File: src/pkg/attp_pkg.sv
// Shared constants and types of the timer-trigger program block.
package attp_pkg;

  // Geometry of the slot table.
  localparam int ATTP_UNITS     = 2;
  localparam int ATTP_SLOT_REGS = 3;
  localparam int ATTP_RES_W     = 12;
  localparam int ATTP_STS_W     = 4;
  localparam int ATTP_EN_BIT    = 7;
  localparam int ATTP_SEL_W     = 5;
  localparam int ATTP_IDX_W     = 4;

  // Slot counting and the last legal input code of each unit.
  localparam logic [ATTP_IDX_W-1:0] ATTP_IDX_END  = 4'hC;
  localparam logic [ATTP_IDX_W-1:0] ATTP_IDX_STEP = 4'h1;
  localparam logic [1:0]            ATTP_REG_CNT  = 2'h3;
  localparam logic [ATTP_UNITS-1:0][ATTP_SEL_W-1:0] ATTP_SEL_MAX = {5'h0C, 5'h0B};

  // Register byte offsets.
  localparam logic [7:0] ATTP_OFF_SLOT_A = 8'h00;
  localparam logic [7:0] ATTP_OFF_SLOT_B = 8'h10;
  localparam logic [7:0] ATTP_OFF_STATUS = 8'h20;
  localparam logic [7:0] ATTP_OFF_MASK   = 8'h24;
  localparam logic [7:0] ATTP_OFF_BUSY   = 8'h28;
  localparam logic [7:0] ATTP_OFF_RES_A  = 8'h40;
  localparam logic [7:0] ATTP_OFF_RES_B  = 8'h80;

  // Writable bits of a slot register and its reset value.
  localparam logic [31:0] ATTP_SLOT_WMASK = 32'h9F9F_9F9F;
  localparam logic [31:0] ATTP_SLOT_RST   = 32'h0000_0000;

  // Status layout: done bits per unit, then reserved-code bits per unit.
  localparam int ATTP_STS_DONE = 0;
  localparam int ATTP_STS_RSV  = 2;

  // Bus responses.
  localparam logic [1:0] ATTP_RESP_OKAY   = 2'h0;
  localparam logic [1:0] ATTP_RESP_SLVERR = 2'h2;

  // Sequencer states.
  typedef enum logic [1:0] {
    ATTP_SEQ_IDLE,
    ATTP_SEQ_SCAN,
    ATTP_SEQ_CONV
  } attp_seq_t;

  // Per-unit sequencer state.
  typedef struct packed {
    attp_seq_t             state;
    logic [ATTP_IDX_W-1:0] idx;
  } attp_unit_t;

  // Request to a converter core.
  typedef struct packed {
    logic                  req;
    logic [ATTP_SEL_W-1:0] sel;
    logic [ATTP_IDX_W-1:0] slot;
  } attp_conv_req_t;

  // Answer from a converter core.
  typedef struct packed {
    logic                  done;
    logic [ATTP_RES_W-1:0] data;
  } attp_conv_rsp_t;

endpackage : attp_pkg

File: src/rtl/attp_top.sv
// Timer-trigger conversion program table with sequencers and bus slave.
// Operation
// RL1: A rising timer five match event starts a timer-triggered sequence.
// RL2: Twelve independent byte-wide program slots, numbered 0 to 11.
// RL3: Slot byte bit 7 enables the slot; zero disables it.
// RL4: Low five bits of each slot byte select the analog input.
// RL5: Codes 0-11 valid; 12 valid only on second unit; higher codes reserved.
// RL6: Result of slot m goes to conversion result register m.
// RL7: Sequence completion raises the unit's dedicated done interrupt.
// RL8: Each of two units owns its own identical set of twelve slots.
// RL9: The two bits between enable and select always read zero.
// RL10: Slot 4k+n lives in byte n of slot register k.
// RL11: All slot registers are zero after reset, slots disabled.
// RL12: Convert enabled slots in ascending order; ignore triggers while busy.
// RL13: Software avoids reserved codes and programs slots before enabling triggers.
`timescale 1ns/100ps
module attp_top (
  input  logic                                             aclk,
  input  logic                                             aresetn,
  input  logic [7:0]                                       awaddr,
  input  logic                                             awvalid,
  output logic                                             awready,
  input  logic [31:0]                                      wdata,
  input  logic [3:0]                                       wstrb,
  input  logic                                             wvalid,
  output logic                                             wready,
  output logic [1:0]                                       bresp,
  output logic                                             bvalid,
  input  logic                                             bready,
  input  logic [7:0]                                       araddr,
  input  logic                                             arvalid,
  output logic                                             arready,
  output logic [31:0]                                      rdata,
  output logic [1:0]                                       rresp,
  output logic                                             rvalid,
  input  logic                                             rready,
  input  logic                                             timer5_match_event,
  input  attp_pkg::attp_conv_rsp_t [attp_pkg::ATTP_UNITS-1:0] conv_rsp,
  output attp_pkg::attp_conv_req_t [attp_pkg::ATTP_UNITS-1:0] conv_req,
  output logic [attp_pkg::ATTP_UNITS-1:0]                  timer_sequence_done_irq,
  output logic                                             irq
);
  import attp_pkg::*;

  typedef struct packed {
    logic [ATTP_UNITS-1:0][ATTP_SLOT_REGS-1:0][31:0] slots;
    logic [ATTP_STS_W-1:0]                           sts;
    logic [ATTP_STS_W-1:0]                           msk;
    logic [7:0]                                      awaddr;
    logic                                            aw_got;
    logic [31:0]                                     wdata;
    logic [3:0]                                      wstrb;
    logic                                            w_got;
    logic                                            awready;
    logic                                            wready;
    logic                                            bvalid;
    logic [1:0]                                      bresp;
    logic [7:0]                                      araddr;
    logic                                            rd_wait;
    logic                                            arready;
    logic                                            rvalid;
    logic [31:0]                                     rdata;
    logic [1:0]                                      rresp;
    logic                                            trig_prev;
    attp_unit_t [ATTP_UNITS-1:0]                     unit;
    attp_conv_req_t [ATTP_UNITS-1:0]                 req;
    logic [ATTP_UNITS-1:0]                           done;
    logic                                            irq;
  } attp_state_t;

  attp_state_t                             q;
  attp_state_t                             d;
  logic [ATTP_UNITS-1:0]                   mem_we;
  logic [ATTP_UNITS-1:0][ATTP_RES_W-1:0]   mem_rdata;
  logic [ATTP_UNITS-1:0][7:0]              cur_byte;

  // True when an address hits one of the six slot registers.
  function automatic logic slot_hit(input logic [7:0] a);
    return (a[7:4] == ATTP_OFF_SLOT_A[7:4] || a[7:4] == ATTP_OFF_SLOT_B[7:4])
           && a[3:2] < ATTP_REG_CNT;
  endfunction : slot_hit

  // Unit that owns a slot register address.
  function automatic logic slot_unit(input logic [7:0] a);
    return a[7:4] == ATTP_OFF_SLOT_B[7:4];
  endfunction : slot_unit

  // True when an address hits a stored conversion result.
  function automatic logic res_hit(input logic [7:0] a);
    return (a[7:6] == ATTP_OFF_RES_A[7:6] || a[7:6] == ATTP_OFF_RES_B[7:6])
           && a[5:2] < ATTP_IDX_END;
  endfunction : res_hit

  // Slot byte under each sequencer's index, zero once the index runs off the end.
  always_comb begin
    for (int u = 0; u < ATTP_UNITS; u++) begin
      cur_byte[u] = '0;
      // RL2 twelve slots
      if (q.unit[u].idx < ATTP_IDX_END) begin
        // RL10 slot packing
        cur_byte[u] = q.slots[u][q.unit[u].idx[3:2]][{q.unit[u].idx[1:0], 3'h0} +: 8];
      end
    end
  end

  // Next-state logic for sequencers, register file and bus slave.
  always_comb begin
    logic                  trig_rise;
    logic                  aw_fire;
    logic                  w_fire;
    logic                  ar_fire;
    logic [7:0]            wa;
    logic [31:0]           wd;
    logic [3:0]            ws;
    logic [ATTP_STS_W-1:0] clr;
    logic [ATTP_STS_W-1:0] evt;
    logic [7:0]            ra;
    trig_rise = timer5_match_event && !q.trig_prev;
    aw_fire   = awvalid && q.awready;
    w_fire    = wvalid && q.wready;
    ar_fire   = arvalid && q.arready;
    wa        = aw_fire ? awaddr : q.awaddr;
    wd        = w_fire ? wdata : q.wdata;
    ws        = w_fire ? wstrb : q.wstrb;
    clr       = '0;
    evt       = '0;
    ra        = q.araddr;
    d         = q;
    d.trig_prev = timer5_match_event;
    d.done      = '0;

    // RL8 per-unit sequencers
    for (int u = 0; u < ATTP_UNITS; u++) begin
      d.req[u].req = 1'b0;
      case (q.unit[u].state)
        ATTP_SEQ_IDLE: begin
          // RL1 timer trigger start
          if (trig_rise) begin
            d.unit[u].state = ATTP_SEQ_SCAN;
            d.unit[u].idx   = '0;
          end
        end
        ATTP_SEQ_SCAN: begin
          if (q.unit[u].idx == ATTP_IDX_END) begin
            // RL7 completion interrupt
            d.unit[u].state      = ATTP_SEQ_IDLE;
            d.done[u]            = 1'b1;
            evt[ATTP_STS_DONE+u] = 1'b1;
          end else if (!cur_byte[u][ATTP_EN_BIT]) begin
            // RL3 disabled slot skipped
            d.unit[u].idx = q.unit[u].idx + ATTP_IDX_STEP;
          end else if (cur_byte[u][ATTP_SEL_W-1:0] > ATTP_SEL_MAX[u]) begin
            // RL5 reserved code flagged
            evt[ATTP_STS_RSV+u] = 1'b1;
            d.unit[u].idx       = q.unit[u].idx + ATTP_IDX_STEP;
          end else begin
            // RL4 input select issued
            d.req[u].req    = 1'b1;
            d.req[u].sel    = cur_byte[u][ATTP_SEL_W-1:0];
            d.req[u].slot   = q.unit[u].idx;
            d.unit[u].state = ATTP_SEQ_CONV;
          end
        end
        ATTP_SEQ_CONV: begin
          // RL12 ascending, trigger ignored
          if (conv_rsp[u].done) begin
            d.unit[u].idx   = q.unit[u].idx + ATTP_IDX_STEP;
            d.unit[u].state = ATTP_SEQ_SCAN;
          end
        end
        default: begin
          d.unit[u].state = ATTP_SEQ_IDLE;
        end
      endcase
    end

    // Write channel capture; address and data may come in either order.
    if (aw_fire) begin
      d.awaddr = awaddr;
      d.aw_got = 1'b1;
    end
    if (w_fire) begin
      d.wdata = wdata;
      d.wstrb = wstrb;
      d.w_got = 1'b1;
    end
    if (q.bvalid && bready) begin
      d.bvalid = 1'b0;
    end

    // Perform the write once both halves are held.
    if ((q.aw_got || aw_fire) && (q.w_got || w_fire)) begin
      d.aw_got = 1'b0;
      d.w_got  = 1'b0;
      d.bvalid = 1'b1;
      d.bresp  = ATTP_RESP_OKAY;
      if (slot_hit(wa)) begin
        for (int b = 0; b < 4; b++) begin
          if (ws[b]) begin
            // RL9 reserved bits kept zero
            d.slots[slot_unit(wa)][wa[3:2]][8*b +: 8] = wd[8*b +: 8] & ATTP_SLOT_WMASK[8*b +: 8];
          end
        end
      end else if (wa == ATTP_OFF_STATUS) begin
        clr = ws[0] ? wd[ATTP_STS_W-1:0] : '0;
      end else if (wa == ATTP_OFF_MASK) begin
        if (ws[0]) begin
          d.msk = wd[ATTP_STS_W-1:0];
        end
      end else if (!(wa == ATTP_OFF_BUSY || res_hit(wa))) begin
        d.bresp = ATTP_RESP_SLVERR;
      end
    end

    // Sticky status: a new event wins over a clear in the same cycle.
    d.sts     = (q.sts & ~clr) | evt;
    d.irq     = |(d.sts & d.msk);
    d.awready = !d.aw_got && !d.bvalid;
    d.wready  = !d.w_got && !d.bvalid;

    // Read channel: address taken, data one cycle later for the result store.
    if (ar_fire) begin
      d.araddr  = araddr;
      d.rd_wait = 1'b1;
    end
    if (q.rvalid && rready) begin
      d.rvalid = 1'b0;
    end
    if (q.rd_wait) begin
      d.rd_wait = 1'b0;
      d.rvalid  = 1'b1;
      d.rresp   = ATTP_RESP_OKAY;
      d.rdata   = '0;
      if (slot_hit(ra)) begin
        d.rdata = q.slots[slot_unit(ra)][ra[3:2]];
      end else if (ra == ATTP_OFF_STATUS) begin
        d.rdata[ATTP_STS_W-1:0] = q.sts;
      end else if (ra == ATTP_OFF_MASK) begin
        d.rdata[ATTP_STS_W-1:0] = q.msk;
      end else if (ra == ATTP_OFF_BUSY) begin
        for (int u = 0; u < ATTP_UNITS; u++) begin
          d.rdata[u] = q.unit[u].state != ATTP_SEQ_IDLE;
        end
      end else if (res_hit(ra)) begin
        d.rdata[ATTP_RES_W-1:0] = mem_rdata[ra[7:6] == ATTP_OFF_RES_B[7:6]];
      end else begin
        d.rresp = ATTP_RESP_SLVERR;
      end
    end
    d.arready = !d.rd_wait && !d.rvalid;
  end

  // RL11 cleared at reset
  always_ff @(posedge aclk) begin
    if (!aresetn) begin
      q <= '0;
    end else begin
      q <= d;
    end
  end

  // RL6 result written at slot index
  for (genvar g = 0; g < ATTP_UNITS; g++) begin : g_mem
    assign mem_we[g] = q.unit[g].state == ATTP_SEQ_CONV && conv_rsp[g].done;
    attp_result_mem u_mem (
      .aclk    (aclk),
      .aresetn (aresetn),
      .we      (mem_we[g]),
      .waddr   (q.unit[g].idx),
      .wdata   (conv_rsp[g].data),
      .raddr   (araddr[5:2]),
      .rdata   (mem_rdata[g])
    );
  end

  // Outputs straight from the state register.
  assign awready                 = q.awready;
  assign wready                  = q.wready;
  assign bresp                   = q.bresp;
  assign bvalid                  = q.bvalid;
  assign arready                 = q.arready;
  assign rdata                   = q.rdata;
  assign rresp                   = q.rresp;
  assign rvalid                  = q.rvalid;
  assign conv_req                = q.req;
  assign timer_sequence_done_irq = q.done;
  assign irq                     = q.irq;
endmodule : attp_top

File: src/rtl/attp_result_mem.sv
// Conversion result store of one converter unit, registered read port.
`timescale 1ns/100ps
module attp_result_mem (
  input  logic                            aclk,
  input  logic                            aresetn,
  input  logic                            we,
  input  logic [attp_pkg::ATTP_IDX_W-1:0] waddr,
  input  logic [attp_pkg::ATTP_RES_W-1:0] wdata,
  input  logic [attp_pkg::ATTP_IDX_W-1:0] raddr,
  output logic [attp_pkg::ATTP_RES_W-1:0] rdata
);
  import attp_pkg::*;

  localparam int ATTP_DEPTH = 12;

  typedef struct packed {
    logic [ATTP_DEPTH-1:0][ATTP_RES_W-1:0] words;
    logic [ATTP_RES_W-1:0]                 rdata;
  } attp_mem_state_t;

  attp_mem_state_t q;
  attp_mem_state_t d;

  // Writes land in the addressed word; reads past the end return zero.
  always_comb begin
    d = q;
    if (we && waddr < ATTP_IDX_END) begin
      d.words[waddr] = wdata;
    end
    d.rdata = (raddr < ATTP_IDX_END) ? q.words[raddr] : '0;
  end

  // State register with synchronous reset.
  always_ff @(posedge aclk) begin
    if (!aresetn) begin
      q <= '0;
    end else begin
      q <= d;
    end
  end

  assign rdata = q.rdata;

endmodule : attp_result_mem

File: config.mk
export PLATFORM = sky130hd
export DESIGN_NAME = attp_top
export DESIGN_NICKNAME = d
export VERILOG_FILES = /design/src/pkg/attp_pkg.sv /design/src/rtl/attp_top.sv /design/src/rtl/attp_result_mem.sv
export SDC_FILE = /design/constraint.sdc
export NUM_CORES = 1
export LEC_CHECK = 0
export BUFFER_PORTS_ARGS = -buffer_cell sky130_fd_sc_hd__buf_2
export CORE_UTILIZATION = 60
export DETAILED_ROUTE_END_ITERATION = 10
export GPL_TIMING_DRIVEN = 0
export PLACE_DENSITY = 0.76
export SETUP_SLACK_MARGIN = 0.3
export SKIP_CTS_REPAIR_TIMING = 1
export SLEW_MARGIN = 20
export SYNTH_ARGS = -nofsm -noshare
export SYNTH_HDL_FRONTEND = slang
export SYNTH_SLANG_ARGS = --single-unit
export TNS_END_PERCENT = 30
File: constraint.sdc
create_clock -name aclk -period 5.99 [get_ports aclk]
set_clock_uncertainty 0.1 [all_clocks]
set_input_delay 0.599 -clock aclk [delete_from_list [all_inputs] [get_ports aclk]]
set_output_delay 0.599 -clock aclk [all_outputs]
set_load 0.1 [all_outputs]
==> results.json <==
{
  "die_width_um": 212,
  "synthTopCellsByArea": "dfxtp_1, mux2i_1, mux4_2",
  "fin_nets": 3322,
  "ioPinCount": 150,
  "fin_ws_ns": 2.40,
  "start_util": 0.613,
  "crit_path_cell_trace": "nand2_1 -> buf_4 -> mux2i_1 -> ha_1 -> nand3_1 -> nor2_1 -> nand2_1 -> nor2_1 -> nor3_1",
  "die_area_sq_um": 45200,
  "min_period_ns": 3.59,
  "end_kind": "flip-flop",
  "drv_slew": 0,
  "n_fill_cell": 3509,
  "relSlewSlack": 0.115,
  "rsz0062_at_grt": "false",
  "synth_top_area_share": 0.438,
  "setup_violations": 0,
  "ctsLongestPathBuffers": 3,
  "ant_nets": 0,
  "yosys_warnings": 0,
  "core-area_sq_um": 43400,
  "p_seq_frac": 0.459,
  "numCtsBuffers": 59,
  "peakVddDrop_uv": 323,
  "syn_area_per_cell_sq_um": 8.81,
  "ys_ff_latch": 581,
  "tns_ns": 0,
  "syn_to_final_growth_pct": 13.1,
  "worst_path_max_delay_cell": "nor2_1",
  "dr.pass1.iters": 6,
  "routed_wl_um": 92900,
  "grt-ovfl-total": 0,
  "final_util": 0.694,
  "cts_tree": "yes",
  "antenna_found_initial": 4,
  "routedWlPerCell_um": 24.1,
  "outcome": "complete, no violations",
  "worstMarginPinSlew_ns": 1.32,
  "yosysMostFrequentCell": "dfxtp_1",
  "hp-class": "in -> reg",
  "worstSkewPairLatency_ns": 0.65,
  "placed_area_sq_um": 28000,
  "max_freq_ghz": 0.279,
  "p_sw_frac": 0.255,
  "max_cap_viol_count": 0,
  "multi_input_area_sq_um": 13300,
  "hold_violations": 0,
  "track_usage": 0.410,
  "drive_above_1_share": 0.149,
  "period_share": 0.599,
  "synth_common_cells": "dfxtp_1, nand2_1, nor2_1, a21oi_1, mux2i_1",
  "gp_congestion": 1.04,
  "p_leak_nw": 10.9,
  "vias": 24000,
  "critPathMaxStageDelay_ns": 1.04,
  "comb_power_share": 0.084,
  "clkTransAtPathRegs_ns": 0.06,
  "finish.instance_area_sq_um": 30100,
  "grt_max_degree": 17,
  "regArea_sq_um": 11600,
  "p_int_w": 0.00636,
  "grt_pass1_wl_um": 138000,
  "vias_per_cell": 6.24,
  "critical_path_class": "reg -> reg",
  "async_flop_share": 0,
  "startpoint_type": "flip-flop",
  "dp_hpwl_um": 67300,
  "root_buffer": "clkbuf_16",
  "synth-edff-count": 0,
  "power_density_nw_per_um2": 284,
  "syn_inst": 3019,
  "die_h_um": 212,
  "drc": 0,
  "critPathArrivalTime_ns": 3.98,
  "drt_iter0_drc": 2724,
  "portBuffers": 131,
  "worstPathMaxFanout": 10,
  "rows": 76,
  "p_clk_frac": 0.457,
  "yosysUniqueCellTypes": 64,
  "netlist_area_sq_um": 26600,
  "pre_cts_ws_ns": 2.35,
  "p_total_w": 0.00855,
  "h-tree-depth": 2,
  "synth_ff_type": "dfxtp_1",
  "numClockSinks": 581,
  "yosysSeqAreaShare": 0.438,
  "yosysTopAreaCell": "dfxtp_1",
  "grt_pass1_vias": 23200,
  "p_switching_w": 0.00218,
  "required_ns": 6.38
}
-- layer usage --
metal | share of wire | up-vias | GRT usage
li1 | - | 10800 | -
met1 | 0.37 | 11500 | 0.494
met2 | 0.47 | 1333 | 0.664
met3 | 0.091 | 373 | 0.0721
met4 | 0.076 | 4 | 0.292
met5 | 0.00032 | - | 0
-- critical path: cells and delay by family (launching register included) --
family,cells,cell delay (ns)
muxes,1,0.22
and+or+nand+nor,6,2.13
adders and majority gates,1,0.30
buffers and inverters,1,0.20
DFF,1,0.48
-- layout make-up --
class | instances | share of cell area
diodes | 1 | 0.0000832
inverters | 54 | 0.00674
multi-input cells | 2090 | 0.442
well taps | 585 | 0.0243
clock buffers | 90 | 0.0609
clock inverters | 17 | 0.00803
flip-flops and latches | 581 | 0.387
repair buffers | 131 | 0.0218
plain buffers | 299 | 0.0492
-- registers in the layout, summed over array words and instances, names as in the netlist, 2 cells and up --
register and flops:
conv_req 20, g_mem.u_mem.rdata 24, rdata 27, q 212, g_mem.u_mem.q 288, timer_sequence_done_irq 2
-- layout by cell type, fill, tap and decap left out, types with 26 or more instances in the layout --
master       n
a21oi_1    318
and2_1      54
buf_2      184
buf_4       62
clkbuf_1   166
clkbuf_16   59
dfxtp_1    581
inv_1       50
mux2_2      26
mux2i_1    283
mux4_2      89
nand2_1    458
nand3_1     42
nor2_1     376
nor3_1     160
o21ai_0     26
o22ai_1     54
-- cells by family after synthesis --
kind of cell,after synthesis,share of synthesized area
XOR/XNOR,1,0.000330
adder cells (fa/ha/maj),20,0.00941
AO/OA/AOI/OAI,505,0.111
buffers and inverters,353,0.0631
other,1,0.000141
flip-flops,581,0.438
AND/OR/NAND/NOR,1159,0.185
multiplexers,399,0.193
-- power groups by stage --
| stage | Clock, W | Combinational [W] | Sequential (W) |
|---|---|---|---|
| floorplan | 0 | 0.000428 | 0.00402 |
| finish | 0.00391 | 0.000714 | 0.00393 |
| global route | 0.00406 | 0.000748 | 0.00393 |
| detailed placement | 0 | 0.000692 | 0.00401 |
| CTS | 0.00390 | 0.000695 | 0.00392 |
| global placement | 0 | 0.000679 | 0.00401 |
-- through the flow --
stage	instances	hold slack, ns
floorplan	3024	0.310
global placement	3740	0.323
detailed placement	3740	0.325
CTS	3847	0.0918
global route	3847	0.102
finish	3848	0.101
-- worst paths after layout --
kind	slack, ns	startpoint	to	cells past startpoint
max	2.40	awready$_SDFF_PN0_	q[304]$_SDFFE_PN0P_	9
min	0.10	timer5_match_event	q[35]$_SDFF_PN0_	2
max reg2reg	2.40	awready$_SDFF_PN0_	q[304]$_SDFFE_PN0P_	9
min reg2reg	0.33	conv_req[8]$_SDFFE_PN0P_	conv_req[8]$_SDFFE_PN0P_	2
Note: power is estimated with default switching activity, not from simulation.
